## config.mk

```make
export PLATFORM = sky130hd
export DESIGN_NAME = watchdog_and_reset_status
export DESIGN_NICKNAME = d
export VERILOG_FILES = /design/src/watchdog_pkg.sv /design/src/watchdog_and_reset_status.sv
export VERILOG_INCLUDE_DIRS = /design/src
export SDC_FILE = /design/constraint.sdc
export NUM_CORES = 1
export LEC_CHECK = 0
export BUFFER_PORTS_ARGS = -buffer_cell sky130_fd_sc_hd__buf_4
export CORE_MARGIN = 4
export CORE_UTILIZATION = 55
export DETAILED_ROUTE_END_ITERATION = 8
export PLACE_DENSITY = 0.89
export RECOVER_POWER = 100
export SKIP_CTS_REPAIR_TIMING = 1
export SYNTH_ARGS = -nofsm -noshare
export SYNTH_HDL_FRONTEND = slang
export SYNTH_SLANG_ARGS = --single-unit
```

## constraint.sdc

```tcl
create_clock -name ref_clk -period 7.35 [get_ports ref_clk]
set_input_delay 0.735 -clock ref_clk [delete_from_list [all_inputs] [get_ports ref_clk]]
set_output_delay 0.735 -clock ref_clk [all_outputs]
set_load 0.02 [all_outputs]
```

## src/watchdog_defines.svh

```systemverilog
// Behaviour
// Overflow in interrupt mode sets flag bit seven.
// Interrupt request needs flag, enable, global enable.
// Flag clears on interrupt taken or write one.
// Enable bits choose stop/interrupt/reset/both mode.
// Period select is bit five plus bits two-zero.
// Codes 0-9 give 2K doubling to 1024K cycles.
// Overflow time is cycle count of chosen clock.
// Clearing enable ignored unless unlock bit set.
// Unlock bit self-clears four cycles after set.
// Software writes unlock+enable, then clears enable quickly.
// Reset-mode overflow sets watchdog reset flag.
// Watchdog reset flag forces enable bit high.
// Software avoids changing period while counting.
// Power-on flag set at power-on, write zero clears.
// Other reset flags set by source, cleared by writes.
// Bit five shows wake from power-off sleep.
// Debug-disable bit turns off debug port.
// Debug-disable needs two writes within four cycles.
// All resets start at vector address zero.
// Counter clock is slow RC or fast RC/16.
// Restart instruction clears the counter.
// Reset mode emits one-cycle reset pulse on overflow.
// Interrupt-then-reset becomes reset mode after return.
// Interrupt-mode overflow wraps counter and continues.
`ifndef WATCHDOG_DEFINES_SVH
`define WATCHDOG_DEFINES_SVH
`define OFS_RESET_CAUSE 32'h0000_0054
`define OFS_WDOG_CTRL 32'h0000_0060
`define BIT_IRQ_FLAG 7
`define BIT_IRQ_EN 6
`define BIT_PER_MSB 5
`define BIT_UNLOCK 4
`define BIT_EN 3
`define BIT_POR 0
`define BIT_PIN 1
`define BIT_LVD 2
`define BIT_DOGRST 3
`define BIT_DBG 4
`define BIT_PWROFF 5
`define BIT_DBG_DIS 7
`define UNLOCK_CYCLES 3'h4
`define RESET_VECTOR 16'h0000
`define PERIOD_BASE_LOG2 5'h0B
`define PERIOD_MAX_CODE 4'h9
`define FAST_DIV 5'h10
`endif

```

## src/watchdog_pkg.sv

```systemverilog
`default_nettype none
package watchdog_pkg;
  typedef enum logic [1:0] {
    mode_stop = 2'b00,
    mode_irq = 2'b01,
    mode_reset = 2'b10,
    mode_irq_reset = 2'b11
  } dog_mode_t;
endpackage
`default_nettype wire

```

## src/watchdog_and_reset_status.sv

```systemverilog
`include "watchdog_defines.svh"
`default_nettype none
module watchdog_and_reset_status
  import watchdog_pkg::*;
(
  input wire logic ref_clk,
  input wire logic reset_n,
  input wire logic hsel,
  input wire logic [31:0] haddr,
  input wire logic [1:0] htrans,
  input wire logic hwrite,
  input wire logic [2:0] hsize,
  input wire logic [31:0] hwdata,
  input wire logic hready,
  output logic [31:0] hrdata,
  output logic hreadyout,
  output logic hresp,
  input wire logic global_irq_enable,
  input wire logic irq_taken,
  input wire logic irq_return,
  input wire logic dog_restart_instruction,
  input wire logic slow_tick_pin,
  input wire logic use_fast_clock,
  input wire logic cause_power_on,
  input wire logic cause_pin,
  input wire logic cause_low_voltage,
  input wire logic cause_debugger,
  input wire logic cause_power_off_wake,
  output logic overflow_irq,
  output logic system_reset,
  output logic [15:0] reset_vector,
  output logic debug_port_off
);
  // ************************************************************
  // Bus slave
  // ************************************************************
  logic wr_pend_reg;
  logic [7:0] addr_pend_reg;
  wire take = hsel & hready & htrans[1];
  wire wr_cause = wr_pend_reg &&
    {24'h0, addr_pend_reg} == `OFS_RESET_CAUSE;
  wire wr_ctrl = wr_pend_reg &&
    {24'h0, addr_pend_reg} == `OFS_WDOG_CTRL;
  wire [7:0] wd = hwdata[7:0];
  assign hreadyout = 1'b1;
  assign hresp = 1'b0;
  // Reads decode the full address and other reads see zero; writes decode only the low address byte.
  logic [7:0] ctrl_reg, cause_reg;
  wire [7:0] rd_next = (haddr[31:0] == `OFS_RESET_CAUSE) ? cause_reg :
    (haddr[31:0] == `OFS_WDOG_CTRL) ? ctrl_reg : 8'h00;
  always_ff @(posedge ref_clk or negedge reset_n) begin
    if (!reset_n) begin
      wr_pend_reg <= 1'b0;
      addr_pend_reg <= 8'h00;
      hrdata <= 32'h0000_0000;
    end else begin
      wr_pend_reg <= take & hwrite;
      addr_pend_reg <= haddr[7:0];
      if (take & ~hwrite) begin
        hrdata <= {24'h000000, rd_next};
      end
    end
  end
  // ************************************************************
  // Watchdog clock
  // ************************************************************
  logic slow_s1_reg, slow_s2_reg, slow_s3_reg;
  logic [4:0] div_reg;
  always_ff @(posedge ref_clk or negedge reset_n) begin
    if (!reset_n) begin
      slow_s1_reg <= 1'b0;
      slow_s2_reg <= 1'b0;
      slow_s3_reg <= 1'b0;
      div_reg <= 5'h00;
    end else begin
      slow_s1_reg <= slow_tick_pin;
      slow_s2_reg <= slow_s1_reg;
      slow_s3_reg <= slow_s2_reg;
      div_reg <= (div_reg == `FAST_DIV - 5'h01) ? 5'h00 : div_reg + 5'h01;
    end
  end
  // The slow oscillator arrives as a pin, so its edges are resynchronised.
  wire dog_tick = use_fast_clock ? (div_reg == 5'h00) :
    (slow_s2_reg & ~slow_s3_reg);
  // ************************************************************
  // Counter and modes
  // ************************************************************
  function automatic logic [20:0] period_limit(input logic [3:0] code);
    logic [3:0] c;
    c = (code > `PERIOD_MAX_CODE) ? `PERIOD_MAX_CODE : code;
    period_limit = 21'h1 << (`PERIOD_BASE_LOG2 + {1'b0, c});
  endfunction
  logic [20:0] count_reg;
  logic [2:0] unlock_cnt_reg;
  logic [1:0] dbg_cnt_reg;
  logic convert_reg;
  wire [3:0] period_code = {ctrl_reg[`BIT_PER_MSB], ctrl_reg[2:0]};
  wire dog_mode_t mode = dog_mode_t'({ctrl_reg[`BIT_EN],
    ctrl_reg[`BIT_IRQ_EN]});
  wire running = mode != mode_stop;
  wire overflow = running && dog_tick &&
    (count_reg == period_limit(period_code) - 21'h1);
  wire reset_act = (mode == mode_reset) ||
    (mode == mode_irq_reset && convert_reg);
  wire irq_act = (mode == mode_irq) ||
    (mode == mode_irq_reset && !convert_reg);
  assign system_reset = overflow & reset_act;
  assign reset_vector = `RESET_VECTOR;
  assign overflow_irq = ctrl_reg[`BIT_IRQ_FLAG] &&
    ctrl_reg[`BIT_IRQ_EN] && global_irq_enable;
  assign debug_port_off = cause_reg[`BIT_DBG_DIS];
  always_ff @(posedge ref_clk or negedge reset_n) begin
    if (!reset_n) begin
      count_reg <= 21'h0;
    end else if (dog_restart_instruction || !running || overflow) begin
      count_reg <= 21'h0;
    end else if (dog_tick) begin
      count_reg <= count_reg + 21'h1;
    end
  end
  // ************************************************************
  // Control register
  // ************************************************************
  wire unlock_open = ctrl_reg[`BIT_UNLOCK];
  wire en_w = (wd[`BIT_EN] || (!unlock_open && ctrl_reg[`BIT_EN]))
    || cause_reg[`BIT_DOGRST];
  logic [7:0] ctrl_next;
  always_comb begin
    ctrl_next = ctrl_reg;
    if (wr_ctrl) begin
      ctrl_next[6:0] = {wd[6:5], 1'b0, en_w, wd[2:0]};
      ctrl_next[`BIT_UNLOCK] = wd[`BIT_UNLOCK] & wd[`BIT_EN];
      if (wd[`BIT_IRQ_FLAG]) begin
        ctrl_next[`BIT_IRQ_FLAG] = 1'b0;
      end
    end else if (unlock_cnt_reg == `UNLOCK_CYCLES - 3'h1) begin
      ctrl_next[`BIT_UNLOCK] = 1'b0;
    end
    if (cause_reg[`BIT_DOGRST]) begin
      ctrl_next[`BIT_EN] = 1'b1;
    end
    if (irq_taken) begin
      ctrl_next[`BIT_IRQ_FLAG] = 1'b0;
    end
    // A fresh overflow wins over any clear in the same cycle.
    if (overflow && irq_act) begin
      ctrl_next[`BIT_IRQ_FLAG] = 1'b1;
    end
  end
  always_ff @(posedge ref_clk or negedge reset_n) begin
    if (!reset_n) begin
      ctrl_reg <= 8'h00;
      unlock_cnt_reg <= 3'h0;
      convert_reg <= 1'b0;
    end else begin
      ctrl_reg <= ctrl_next;
      unlock_cnt_reg <= ctrl_next[`BIT_UNLOCK] && !wr_ctrl ?
        unlock_cnt_reg + 3'h1 : 3'h0;
      if (mode != mode_irq_reset) begin
        convert_reg <= 1'b0;
      end else if (irq_return) begin
        convert_reg <= 1'b1;
      end
    end
  end
  // ************************************************************
  // Reset cause register
  // ************************************************************
  // Flags survive the watchdog reset because this block itself only
  // sees the power-on reset.
  logic dbg_armed_reg;
  logic [7:0] cause_next;
  always_comb begin
    cause_next = cause_reg;
    if (wr_cause) begin
      cause_next[5:0] = cause_reg[5:0] & wd[5:0];
      if (wd[`BIT_DBG_DIS] && dbg_armed_reg) begin
        cause_next[`BIT_DBG_DIS] = 1'b1;
      end
    end
    if (cause_pin) cause_next[`BIT_PIN] = 1'b1;
    if (cause_low_voltage) cause_next[`BIT_LVD] = 1'b1;
    if (cause_debugger) cause_next[`BIT_DBG] = 1'b1;
    if (cause_power_off_wake) cause_next[`BIT_PWROFF] = 1'b1;
    if (system_reset && ctrl_reg[`BIT_EN]) begin
      cause_next[`BIT_DOGRST] = 1'b1;
    end
    if (cause_power_on) begin
      cause_next = 8'h00;
      cause_next[`BIT_POR] = 1'b1;
    end
  end
  always_ff @(posedge ref_clk or negedge reset_n) begin
    if (!reset_n) begin
      cause_reg <= 8'h00;
      dbg_armed_reg <= 1'b0;
      dbg_cnt_reg <= 2'h0;
    end else begin
      cause_reg <= cause_next;
      if (wr_cause && wd[`BIT_DBG_DIS] && !dbg_armed_reg) begin
        dbg_armed_reg <= 1'b1;
        dbg_cnt_reg <= 2'h0;
      end else if (dbg_armed_reg) begin
        dbg_cnt_reg <= dbg_cnt_reg + 2'h1;
        if (dbg_cnt_reg == 2'h3 || wr_cause) begin
          dbg_armed_reg <= 1'b0;
        end
      end
    end
  end
endmodule // watchdog_and_reset_status
`default_nettype wire

```

# ---- Word level (Yosys, flattened, before mapping)
# Cells that the tools add are included.
dict set report word_totals {
  regBits 68
  output_inout_bits 53
  wordCells 129
  inputBits 85
}
dict set report op_classes {
  eq_ne 12
  n_shift 1
  order_cmp 1
  add_sub_neg 6
  bitwise_logic 10
  reduce_logical 44
  mux 32
}
# cell n
set ops {}
lappend ops {{$eq A32 B7 Y1 const B} 2}
lappend ops {{$mux W21} 2}
lappend ops {{$mux W8} 3}
lappend ops {{$add A21 B1 Y21 const B} 1}
lappend ops {{$eq A21 B21 Y1} 1}
lappend ops {{$reduce_bool A3 Y1} 7}
lappend ops {{$shl A1 B5 Y21 const A} 1}
lappend ops {{$sub A21 B1 Y21 const B} 1}
lappend ops {{$mux W1} 19}
lappend ops {{$eq A8 B7 Y1 const B} 2}
lappend ops {{$logic_and A1 B1 Y1} 15}
lappend ops {{$reduce_bool A2 Y1} 7}
lappend ops {{$mux W4} 2}
lappend ops {{$and A1 B1 Y1} 7}
lappend ops {{$logic_or A1 B1 Y1} 7}
lappend ops {{$and A6 B6 Y6} 1}
lappend ops {{$eq A2 B2 Y1 const B} 3}
lappend ops {{$mux W3} 2}
lappend ops {{$mux W6} 1}
lappend ops {{$add A4 B4 Y5 const A} 1}
lappend ops {{$add A5 B1 Y5 const B} 1}
lappend ops {{$eq A5 B4 Y1 const B} 1}
lappend ops {{$logic_not A1 Y1} 5}
lappend ops {{$logic_not A5 Y1} 1}
lappend ops {{10 further kinds} 13}

# ---- Logic depth before layout (Yosys ltp)
# Gate-level depths: netlist of run 1.
dict set report logic_depth {
  depth_word 11
  depth_mapped 17
  depth_no_buf 13
}

# ---- Least setup slack after synthesis of run 1
# No wires, ideal clock.
dict set report synth_timing {
  kind {reg2out}
  start {reg ctrl_reg[1]}
  end {out system_reset}
  slack_ns 2.529
  path_buffers 3
  stages_incl_launch_ff 16
  t_arrival_ns 4.086
  required_ns 6.615
  path_cell_list {dfrtp_1 > buf_4 > buf_2 > nor2_1 > o21ai_0 > ha_1 > nor4b_4 > nand2_1 > ha_1 > buf_1 > inv_1 > a21oi_1 > o211a_1 > or4b_4 > or3_1 > nor3_1}
}
dict set report synth_via {
  elab_chain_cells 8
}
# item line
set synth_lines {}
lappend synth_lines {{start: declaration} watchdog_and_reset_status.sv:48} ;# logic [7:0] ctrl_reg, cause_reg;
lappend synth_lines {{start signal: assignment} watchdog_and_reset_status.sv:156} ;# ctrl_reg <= ctrl_next;
lappend synth_lines {{$gt A4 B4 Y1 (no source line)} n/a}
lappend synth_lines {{$mux W4 *} watchdog_and_reset_status.sv:90} ;# c = (code > `PERIOD_MAX_CODE) ? `PERIOD_MAX_CODE : code;
lappend synth_lines {{$add A4 B4 Y5 (no source line) *} n/a}
lappend synth_lines {{$shl A1 B5 Y21 *} watchdog_and_reset_status.sv:91} ;# period_limit = 21'h1 << (`PERIOD_BASE_LOG2 + {1'b0, c});
lappend synth_lines {{$sub A21 B1 Y21 *} watchdog_and_reset_status.sv:102} ;# (count_reg == period_limit(period_code) - 21'h1);
lappend synth_lines {{$eq A21 B21 Y1 *} watchdog_and_reset_status.sv:102}
lappend synth_lines {{$logic_and A1 B1 Y1 *} watchdog_and_reset_status.sv:101} ;# wire overflow = running && dog_tick &&
lappend synth_lines {{$and A1 B1 Y1 *} watchdog_and_reset_status.sv:107} ;# assign system_reset = overflow & reset_act;
lappend synth_lines {{end: declaration} watchdog_and_reset_status.sv:30} ;# output logic system_reset,
# Every way passes the cells marked *; elsewhere a longest branch is shown, timed or not.

# ---- Final worst setup path of run 1
dict set report layout_timing {
  start {reg ctrl_reg[2]}
  end {out system_reset}
}
# Same word-level chain as after synthesis.

==> results of run 1 <==
logic make-up after synthesis:
family	count (synthesis)
AOI/OAI and AO/OA	106
and+or+nand+nor	201
DFF	68
muxes	2
adders and majority gates	9
buffers and inverters	96
xor gates and xnor gates	34
other	2
path summary, 6_finish.rpt:
path	startpoint	endpoint	slack, ps	cells after the start
worst max register to register	ctrl_reg[2]	ctrl_reg[7]	1460	14
worst min-delay path	slow_s1_reg	slow_s2_reg	360	0
max in group asynchronous	reset_n	count_reg[8]	3730	1
worst min register to register	slow_s1_reg	slow_s2_reg	360	0
worst max-delay path	ctrl_reg[2]	system_reset	1090	14
min in group asynchronous	reset_n	slow_s3_reg	1610	1
cell usage after synthesis (2+ instances only):
cell       n
or2_1      2
xnor3_1    2
ha_1       8
o211a_1    3
nor4bb_1   2
o21a_1     2
nor4_4     2
and3_1     7
dfrtp_1   68
conb_1     2
or3_1      3
clkbuf_1  12
buf_6      7
o22ai_1    2
a21oi_1   19
or4b_2     2
xor2_1    13
a31oi_1    5
nor3_2    21
nand3b_1   4
and4_1     4
nand4_1   11
xnor2_1   19
nor4b_1    3
a21o_1     3
nor2_1    29
buf_1      3
inv_1     23
nor4_1     9
buf_2      4
a22oi_1    7
mux2i_1    2
nand4b_1   6
nand2_1   47
nand2b_1   6
nand3_1   16
a211oi_1   8
o31ai_1    3
o21ai_0   31
nor3_1    10
o211ai_1   3
buf_4     47
nor2b_1    5
a211o_1    3
cell type report:
type | count | share of cell area, %
well taps | 105 | 2.57
multi-input cells | 394 | 49.6
clock buffers | 9 | 2.43
clock inverters | 7 | 1.47
repair buffers | 71 | 8.89
flip-flops and latches | 68 | 33.3
inverters | 23 | 1.69
power breakdown:
group / total (mW) / leakage [nW] / switching (mW) / internal, mW
registers: 0.386 / 0.882 / 0.00555 / 0.381
logic: 0.0753 / 1.24 / 0.0491 / 0.0262
clock network: 0.318 / 0.104 / 0.160 / 0.158
stage by stage:
stage / hold WS, ps / std cells / area (um2)
2_1_floorplan: 331 / 558 / 4910
3_3_place_gp: 336 / 661 / 5070
3_5_place_dp: 340 / 661 / 5070
4_1_cts: 359 / 677 / 5270
5_1_grt: 373 / 677 / 5110
6_report: 356 / 677 / 5110
metal layers:
metal | vias up | global-route usage [%] | routed length [um]
li1 | 1862 | - | -
met1 | 1987 | 31.0 | 5100
met2 | 139 | 40.8 | 6000
met3 | 16 | 3.53 | 688
met4 | 0 | 8.59 | 191
met5 | - | 0 | 0
==> out/metrics.csv, run 1 <==
stage,metric,value,unit
synthesis,Syn Inst Count,518,
final_layout,antenna cells,0,
final_layout,most frequent cells in the layout,"dfrtp_1, nand2_1, buf_4",
final_layout,FF/Latch Area,1700,um2
routing,DRC violations left,0,
routing,WL/cell,17.7,um
min_path,worst hold-check path type,flip-flop to flip-flop,
power,maximum resistive drop on vdd,0.0790,mV
power,Power Total,0.780,mW
synthesis,Ys Warns,0,
setup_path,kind of end point of the critical path,output port,
final_layout,area occupied by multi-input gates,2530,um2
synthesis,"EDFF count, synth",0,
synthesis,sequential element share of the synthesized area,35.8,%
synthesis,mux cell area share after synthesis,0.421,%
final_layout,max FFs per register,21,
setup_path,"Arr. time, crit path",5520,ps
cts,root buffer cell,clkbuf_8,
synthesis,Synth Cell Area,4760,um2
synthesis,"area leader, netlist",dfrtp_1,
cts,TritonCTS clock tree,built,
setup_path,Slowest cell on crit path,dfrtp_1,
setup_path,kind of critical path,flip-flop to output port,
final_layout,fin nets,660,
sta,pin slew with the least headroom to its limit,3590,ps
synthesis,post-synthesis compound-gate area fraction,15.7,%
final_layout,Util after Layout,61.5,%
placed_design,detailed placement HPWL,8.68,mm
setup_path,crit-path max cell delay,870,ps
synthesis,post-synthesis register bit count,68,
die,row cnt,33,
global_routing,overflow left after global routing,0,
global_routing,initial antenna violation count,0,
cts,CTS buffer count,9,
sta,RSZ-0062 raised after global routing,false,
setup_path,Worst EP required,6610,ps
global_routing,vias in the first global route,3904,
die,die height,101,um
die,DIE AREA,10200,um2
final_layout,layout cells sized above 1,15.7,%
status,status,"complete, but fails checks",
sta,skew final,12.1,ps
synthesis,main flop type after synthesis,dfrtp_1,
sta,minimum clock period,6260,ps
final_layout,Syn-to-layout area delta,7.31,%
cts,"CTS clk-pin slew, worst paths",80,ps
final_layout,Fillers,707,
cts,Worst-Skew Late Latency,350,ps
cts,Clock Sinks,68,
sta,final setup vio count,0,
setup_path,"most used cell, CP",ha_1,
power,Lkg Pwr,2.22,nW
placed_design,pre-CTS setup slack,1720,ps
sta,final period utilization,85.1,%
synthesis,Synth top area share,35.8,%
sta,TNS Setup,0,ps
synthesis,simple-gate portion of the synthesized area,26.3,%
global_routing,GRT Resource Usage Total,24.0,%
global_routing,pin count of the biggest net entering global routing,69,
sta,fmax,160,MHz
synthesis,"top cells by area, synth","dfrtp_1, buf_4, nor3_2, nand2_1, xnor2_1",
synthesis,largest family of logic cells by synthesized area,simple AND/OR/NAND/NOR gates,
run,Max-Cap Viols,2,
routing,Final ANT Viol Nets,0,
synthesis,Mean Syn Cell Area,9.19,um2
cts,CTS max path bufs,2,
sta,Setup WS post-layout,1090,ps
routing,via count,4004,
status,failing checks,"capacitance limit, slew limit",
routing,drt pass-1 iters,5,
sta,worst relative slew slack,-139,%
synthesis,adder-cell area share of the yosys netlist,2.34,%
die,chip width,101,um
setup_path,largest fanout on the critical path,21,
power,Power Density,153,nW/um2
setup_path,Buf/Inv on CP,2,
placed_design,routability cong.,0.939,
global_routing,first-pass GRT wire length,19.4,mm
die,I/O pins,138,
die,Initial Util,57.3,%
synthesis,post-synthesis xor/xnor area fraction,6.83,%
routing,final wirelength,12.0,mm
placed_design,I/O Buffers,67,
routing,DRT iter0 DRCs,265,
sta,Max Slew Vio Count,82,
die,area of the core,8300,um2
setup_path,Startpoint Class,flip-flop,
synthesis,Synth cell types,74,
routing,vias per cell,5.91,
sta,final hold violations,0,
setup_path,Worst path top cell family by delay,simple AND/OR/NAND/NOR gates,
final_layout,"commonest non-fill, non-tap cell in the layout",dfrtp_1,
cts,H-tree levels,3,
synthesis,async set-or-reset flop fraction in the synthesized netlist,100,%
setup_path,crit-path cells,"inv_1, o21ai_0, ha_1, nor4b_4, nand2_1, ha_1, nor2b_1, a31oi_1, o22ai_1, xnor2_1, or4b_1, or3_1, nor3_1, clkbuf_1",
Note: power is estimated with default switching activity, not from simulation.
==> run 2, diff against run 1 <==
--- a/config.mk
+++ b/config.mk
@@ -8,9 +8,9 @@
 export LEC_CHECK = 0
 export BUFFER_PORTS_ARGS = -buffer_cell sky130_fd_sc_hd__buf_4
 export CORE_MARGIN = 4
-export CORE_UTILIZATION = 55
+export CORE_UTILIZATION = 53
 export DETAILED_ROUTE_END_ITERATION = 8
-export PLACE_DENSITY = 0.89
+export PLACE_DENSITY = 0.86
 export RECOVER_POWER = 100
 export SKIP_CTS_REPAIR_TIMING = 1
 export SYNTH_ARGS = -nofsm -noshare
==> constraint.sdc (replaced) <==
create_clock -name ref_clk -period 6.3 [get_ports ref_clk]
set_input_delay 0.63 -clock ref_clk [delete_from_list [all_inputs] [get_ports ref_clk]]
set_output_delay 0.63 -clock ref_clk [all_outputs]
set_load 0.02 [all_outputs]
==> out/metrics.csv, run 2 (synthesis results as in run 1) <==
stage,metric,value,unit
status,status,"complete, but fails checks",
status,failing checks,"capacitance limit, slew limit",
final_layout,layout cells sized above 1,17.1,%
cts,CTS max path bufs,2,
routing,final wirelength,11.5,mm
die,I/O pins,138,
min_path,Worst Min Path Start,slow_s1_reg,
routing,DRT iter0 DRCs,246,
die,die height,103,um
die,Initial Util,54.6,%
sta,pin slew with the least headroom to its limit,3510,ps
sta,worst relative slew slack,-134,%
min_path,worst hold-check path type,flip-flop to flip-flop,
die,area of the core,8720,um2
global_routing,GRT Resource Usage Total,22.7,%
global_routing,initial antenna violation count,0,
sta,final setup vio count,0,
routing,DRC violations left,0,
sta,RSZ-0062 raised after global routing,false,
routing,drt pass-1 iters,5,
setup_path,crit-path cells,"inv_1, o21ai_0, ha_1, nor4b_4, nand2_1, ha_1, inv_1, o22ai_1, xnor2_1, or4b_1, or3_1, nor3_1, clkbuf_1",
global_routing,pin count of the biggest net entering global routing,69,
cts,TritonCTS clock tree,built,
setup_path,"Arr. time, crit path",5040,ps
sta,final hold violations,0,
setup_path,kind of end point of the critical path,output port,
setup_path,kind of critical path,flip-flop to output port,
routing,via count,3939,
die,DIE AREA,10600,um2
setup_path,largest fanout on the critical path,19,
sta,final period utilization,90.0,%
setup_path,crit-path max cell delay,880,ps
final_layout,antenna cells,0,
setup_path,Startpoint Class,flip-flop,
sta,TNS Setup,0,ps
die,row cnt,34,
placed_design,routability cong.,1.01,
final_layout,most frequent cells in the layout,"dfrtp_1, buf_4, nand2_1",
sta,minimum clock period,5670,ps
setup_path,crit path launch,ctrl_reg[5],
routing,vias per cell,5.78,
cts,H-tree levels,3,
placed_design,I/O Buffers,67,
global_routing,vias in the first global route,3836,
power,Lkg Pwr,2.23,nW
placed_design,detailed placement HPWL,8.56,mm
final_layout,Util after Layout,58.9,%
cts,"CTS clk-pin slew, worst paths",80,ps
cts,Worst-Skew Late Latency,350,ps
cts,Clock Sinks,68,
die,chip width,103,um
cts,CTS buffer count,9,
routing,Final ANT Viol Nets,0,
routing,WL/cell,16.9,um
setup_path,Slowest cell on crit path,dfrtp_1,
global_routing,overflow left after global routing,0,
final_layout,"commonest non-fill, non-tap cell in the layout",dfrtp_1,
power,maximum resistive drop on vdd,0.0904,mV
setup_path,R2R Path Start,ctrl_reg[5],
final_layout,Fillers,766,
run,Max-Cap Viols,2,
power,Power Density,175,nW/um2
cts,root buffer cell,clkbuf_8,
global_routing,first-pass GRT wire length,19.0,mm
final_layout,Syn-to-layout area delta,7.94,%
sta,skew final,13.4,ps
sta,Max Slew Vio Count,82,
final_layout,max FFs per register,21,
final_layout,fin nets,661,
sta,fmax,176,MHz
setup_path,Worst EP required,5670,ps
[run 2: worst paths after layout]
check,to,slack [ps],depth (start not counted)
worst max-delay path,system_reset,630,13
worst min register to register,slow_s2_reg,360,0
worst min-delay path,slow_s2_reg,360,0
max in group asynchronous,ctrl_reg[6],2860,1
min in group asynchronous,count_reg[9],1460,1
worst max register to register,count_reg[7],900,13
[run 2: area by class of cell]
class                           count  area, um2  share of cell area, %
Tap cell                          108        135                   2.63
Timing Repair Buffer               72        480                   9.35
Sequential cell                    68       1700                   33.1
Clock buffer                       10        128                   2.48
Multi-Input combinational cell    394       2540                   49.5
Inverter                           23       86.3                   1.68
Clock inverter                      6       65.1                   1.27
[run 2: worst max-delay path: cells and delay by family (launching register included)]
family	cells	cell delay, ps
adders and majority gates	2	1160
AOI/OAI and AO/OA	2	480
xor gates and xnor gates	1	170
and+or+nand+nor	5	1250
DFF	1	880
buffers and inverters	3	730
[run 2: per-layer routing]
metal	up-vias	part of all wire [%]	global-route usage (%)	wire length, um
met1	1922	41	29.7	4730
met2	139	52	38.8	5940
met3	12	5.9	4.26	686
li1	1866	-	-	-
met4	0	1.5	6.18	173
met5	-	0	0	0
[run 2: per-stage QoR]
step	hold slack (ps)	instance area [um2]	worst slack (ps)	instances	power, mW
floorplan	331	4910	1580	558	0.525
global placement	336	5080	1300	665	0.546
detailed placement	356	5080	1280	665	0.550
CTS	366	5280	805	681	0.909
global route	366	5140	258	681	0.941
finish	363	5140	627	681	0.898
[run 2: power by group]
group	internal [mW]	switching (mW)	leakage, nW
logic	0.0317	0.0566	1.25
registers	0.444	0.00617	0.882
clock network	0.183	0.176	0.0962
==> run 3, diff against run 2 <==
--- a/config.mk
+++ b/config.mk
@@ -8,9 +8,10 @@
 export LEC_CHECK = 0
 export BUFFER_PORTS_ARGS = -buffer_cell sky130_fd_sc_hd__buf_4
 export CORE_MARGIN = 4
-export CORE_UTILIZATION = 53
+export CORE_UTILIZATION = 54
+export CTS_BUF_LIST = sky130_fd_sc_hd__clkbuf_8
 export DETAILED_ROUTE_END_ITERATION = 8
-export PLACE_DENSITY = 0.86
+export PLACE_DENSITY_LB_ADDON = 0.15
 export RECOVER_POWER = 100
 export SKIP_CTS_REPAIR_TIMING = 1
 export SYNTH_ARGS = -nofsm -noshare
==> out/metrics.csv, run 3 (synthesis results as in run 1) <==
stage,metric,value,unit
placed_design,placed cell area,5100,um2
status,failing checks,"capacitance limit, slew limit",
cts,Clock Sinks,68,
routing,DRC violations left,0,
sta,final setup vio count,0,
setup_path,kind of end point of the critical path,output port,
final_layout,antenna cells,0,
setup_path,Startpoint Class,flip-flop,
setup_path,"Arr. time, crit path",4920,ps
placed_design,detailed placement HPWL,8.53,mm
final_layout,final instance area,5210,um2
setup_path,largest fanout on the critical path,20,
die,row cnt,33,
cts,"CTS clk-pin slew, worst paths",90,ps
routing,vias per cell,5.83,
routing,final wirelength,11.6,mm
power,Power Total,0.950,mW
setup_path,kind of critical path,flip-flop to output port,
final_layout,Util after Layout,62.1,%
die,area of the core,8380,um2
final_layout,"commonest non-fill, non-tap cell in the layout",dfrtp_1,
setup_path,R2R Path Start,ctrl_reg[2],
min_path,WHS Path Cells,0,
placed_design,routability cong.,0.939,
cts,CTS buffer count,9,
final_layout,area occupied by multi-input gates,2560,um2
die,DIE AREA,10400,um2
die,chip width,102,um
global_routing,first-pass GRT wire length,18.9,mm
placed_design,I/O Buffers,67,
global_routing,pin count of the biggest net entering global routing,69,
die,die height,102,um
run,Max-Cap Viols,2,
cts,root buffer cell,clkbuf_8,
setup_path,reg2reg setup slack,940,ps
die,I/O pins,138,
cts,CTS max path bufs,2,
final_layout,Syn-to-layout area delta,9.38,%
final_layout,FF/Latch Area,1700,um2
power,maximum resistive drop on vdd,0.117,mV
global_routing,vias in the first global route,3772,
final_layout,most frequent cells in the layout,"dfrtp_1, buf_4, nand2_1",
min_path,Worst Min Path Start,slow_s1_reg,
sta,minimum clock period,5550,ps
routing,WL/cell,17.0,um
sta,Max Slew Vio Count,82,
status,status,"complete, but fails checks",
global_routing,initial antenna violation count,0,
min_path,Worst Hold End,slow_s2_reg,
final_layout,max FFs per register,21,
power,Power Density,183,nW/um2
sta,RSZ-0062 raised after global routing,false,
cts,H-tree levels,3,
setup_path,reg2reg path depth,15,
setup_path,Critical R2R Capture,count_reg[2],
sta,final period utilization,88.1,%
min_path,worst hold-check path type,flip-flop to flip-flop,
sta,TNS Setup,0,ps
final_layout,layout cells sized above 1,18.2,%
sta,skew final,15.9,ps
sta,final hold violations,0,
final_layout,Fillers,755,
global_routing,GRT Resource Usage Total,23.1,%
routing,drt pass-1 iters,5,
routing,DRT iter0 DRCs,286,
sta,pin slew with the least headroom to its limit,3670,ps
cts,TritonCTS clock tree,built,
power,Lkg Pwr,2.28,nW
sta,worst relative slew slack,-145,%
die,Initial Util,56.8,%
final_layout,fin nets,664,
routing,via count,3972,
sta,Min Hold Slack,382,ps
setup_path,Worst EP required,5670,ps
routing,Final ANT Viol Nets,0,
cts,Worst-Skew Late Latency,350,ps
sta,fmax,180,MHz
global_routing,overflow left after global routing,0,
## run 3: cell count changes in the layout (fill, tap and decap cells not counted), sizes merged
cell	previous run	this run
bufinv	1	2
buf	48	51
clkbuf	34	33
inv	23	25
clkinv	4	2
## run 3: metrics by stage
| stage | instances | setup slack, ps |
|---|---|---|
| finish | 681 | 751 |
| floorplan | 558 | 1580 |
| global placement | 665 | 1590 |
| detailed placement | 665 | 1470 |
| CTS | 681 | 1050 |
| global route | 681 | 412 |
## run 3: area by class of cell
| cell class | instances | area share (%) |
|---|---|---|
| Clock buffer | 9 | 2.38 |
| Clock inverter | 7 | 1.90 |
| Inverter | 23 | 1.66 |
| Multi-Input combinational cell | 394 | 49.2 |
| Sequential cell | 68 | 32.7 |
| Tap cell | 105 | 2.52 |
| Timing Repair Buffer | 75 | 9.61 |
## run 3: power breakdown
part / switching, mW / leakage [nW] / internal (mW) / total, mW
combinational: 0.0574 / 1.29 / 0.0318 / 0.0893
sequential: 0.00587 / 0.882 / 0.444 / 0.450
clock: 0.185 / 0.110 / 0.226 / 0.411
total: 0.248 / 2.28 / 0.702 / 0.950
## run 3: critical path, cell delays in order, from the launching register on
cell	delay, ps
dfrtp_1	330
clkbuf_2	400
inv_1	200
o21ai_0	270
ha_1	320
nor4b_4	410
nand2_1	130
ha_1	420
nor2b_1	250
a31oi_1	110
o22ai_1	220
xnor2_1	170
or4b_4	520
or3_1	320
nor3_1	210
clkbuf_1	270
## run 3: worst max-delay path by stage
stage | endpoint | start | cells past startpoint | slack [ps]
3_5_place_dp | system_reset | ctrl_reg[2] | 15 | 1470
4_1_cts | system_reset | ctrl_reg[2] | 15 | 1050
3_3_place_gp | system_reset | ctrl_reg[5] | 14 | 1590
6_report | system_reset | ctrl_reg[2] | 15 | 750
2_1_floorplan | system_reset | ctrl_reg[1] | 15 | 1580
5_1_grt | system_reset | ctrl_reg[2] | 15 | 410
## run 3: metal layers
layer  up-vias  GRT usage (%)  wire [um]
li1       1866              -          -
met4         0           5.95        127
met5         -              0          0
met1      1942           32.1       5060
met3        12           4.51        741
met2       152           37.5       5660
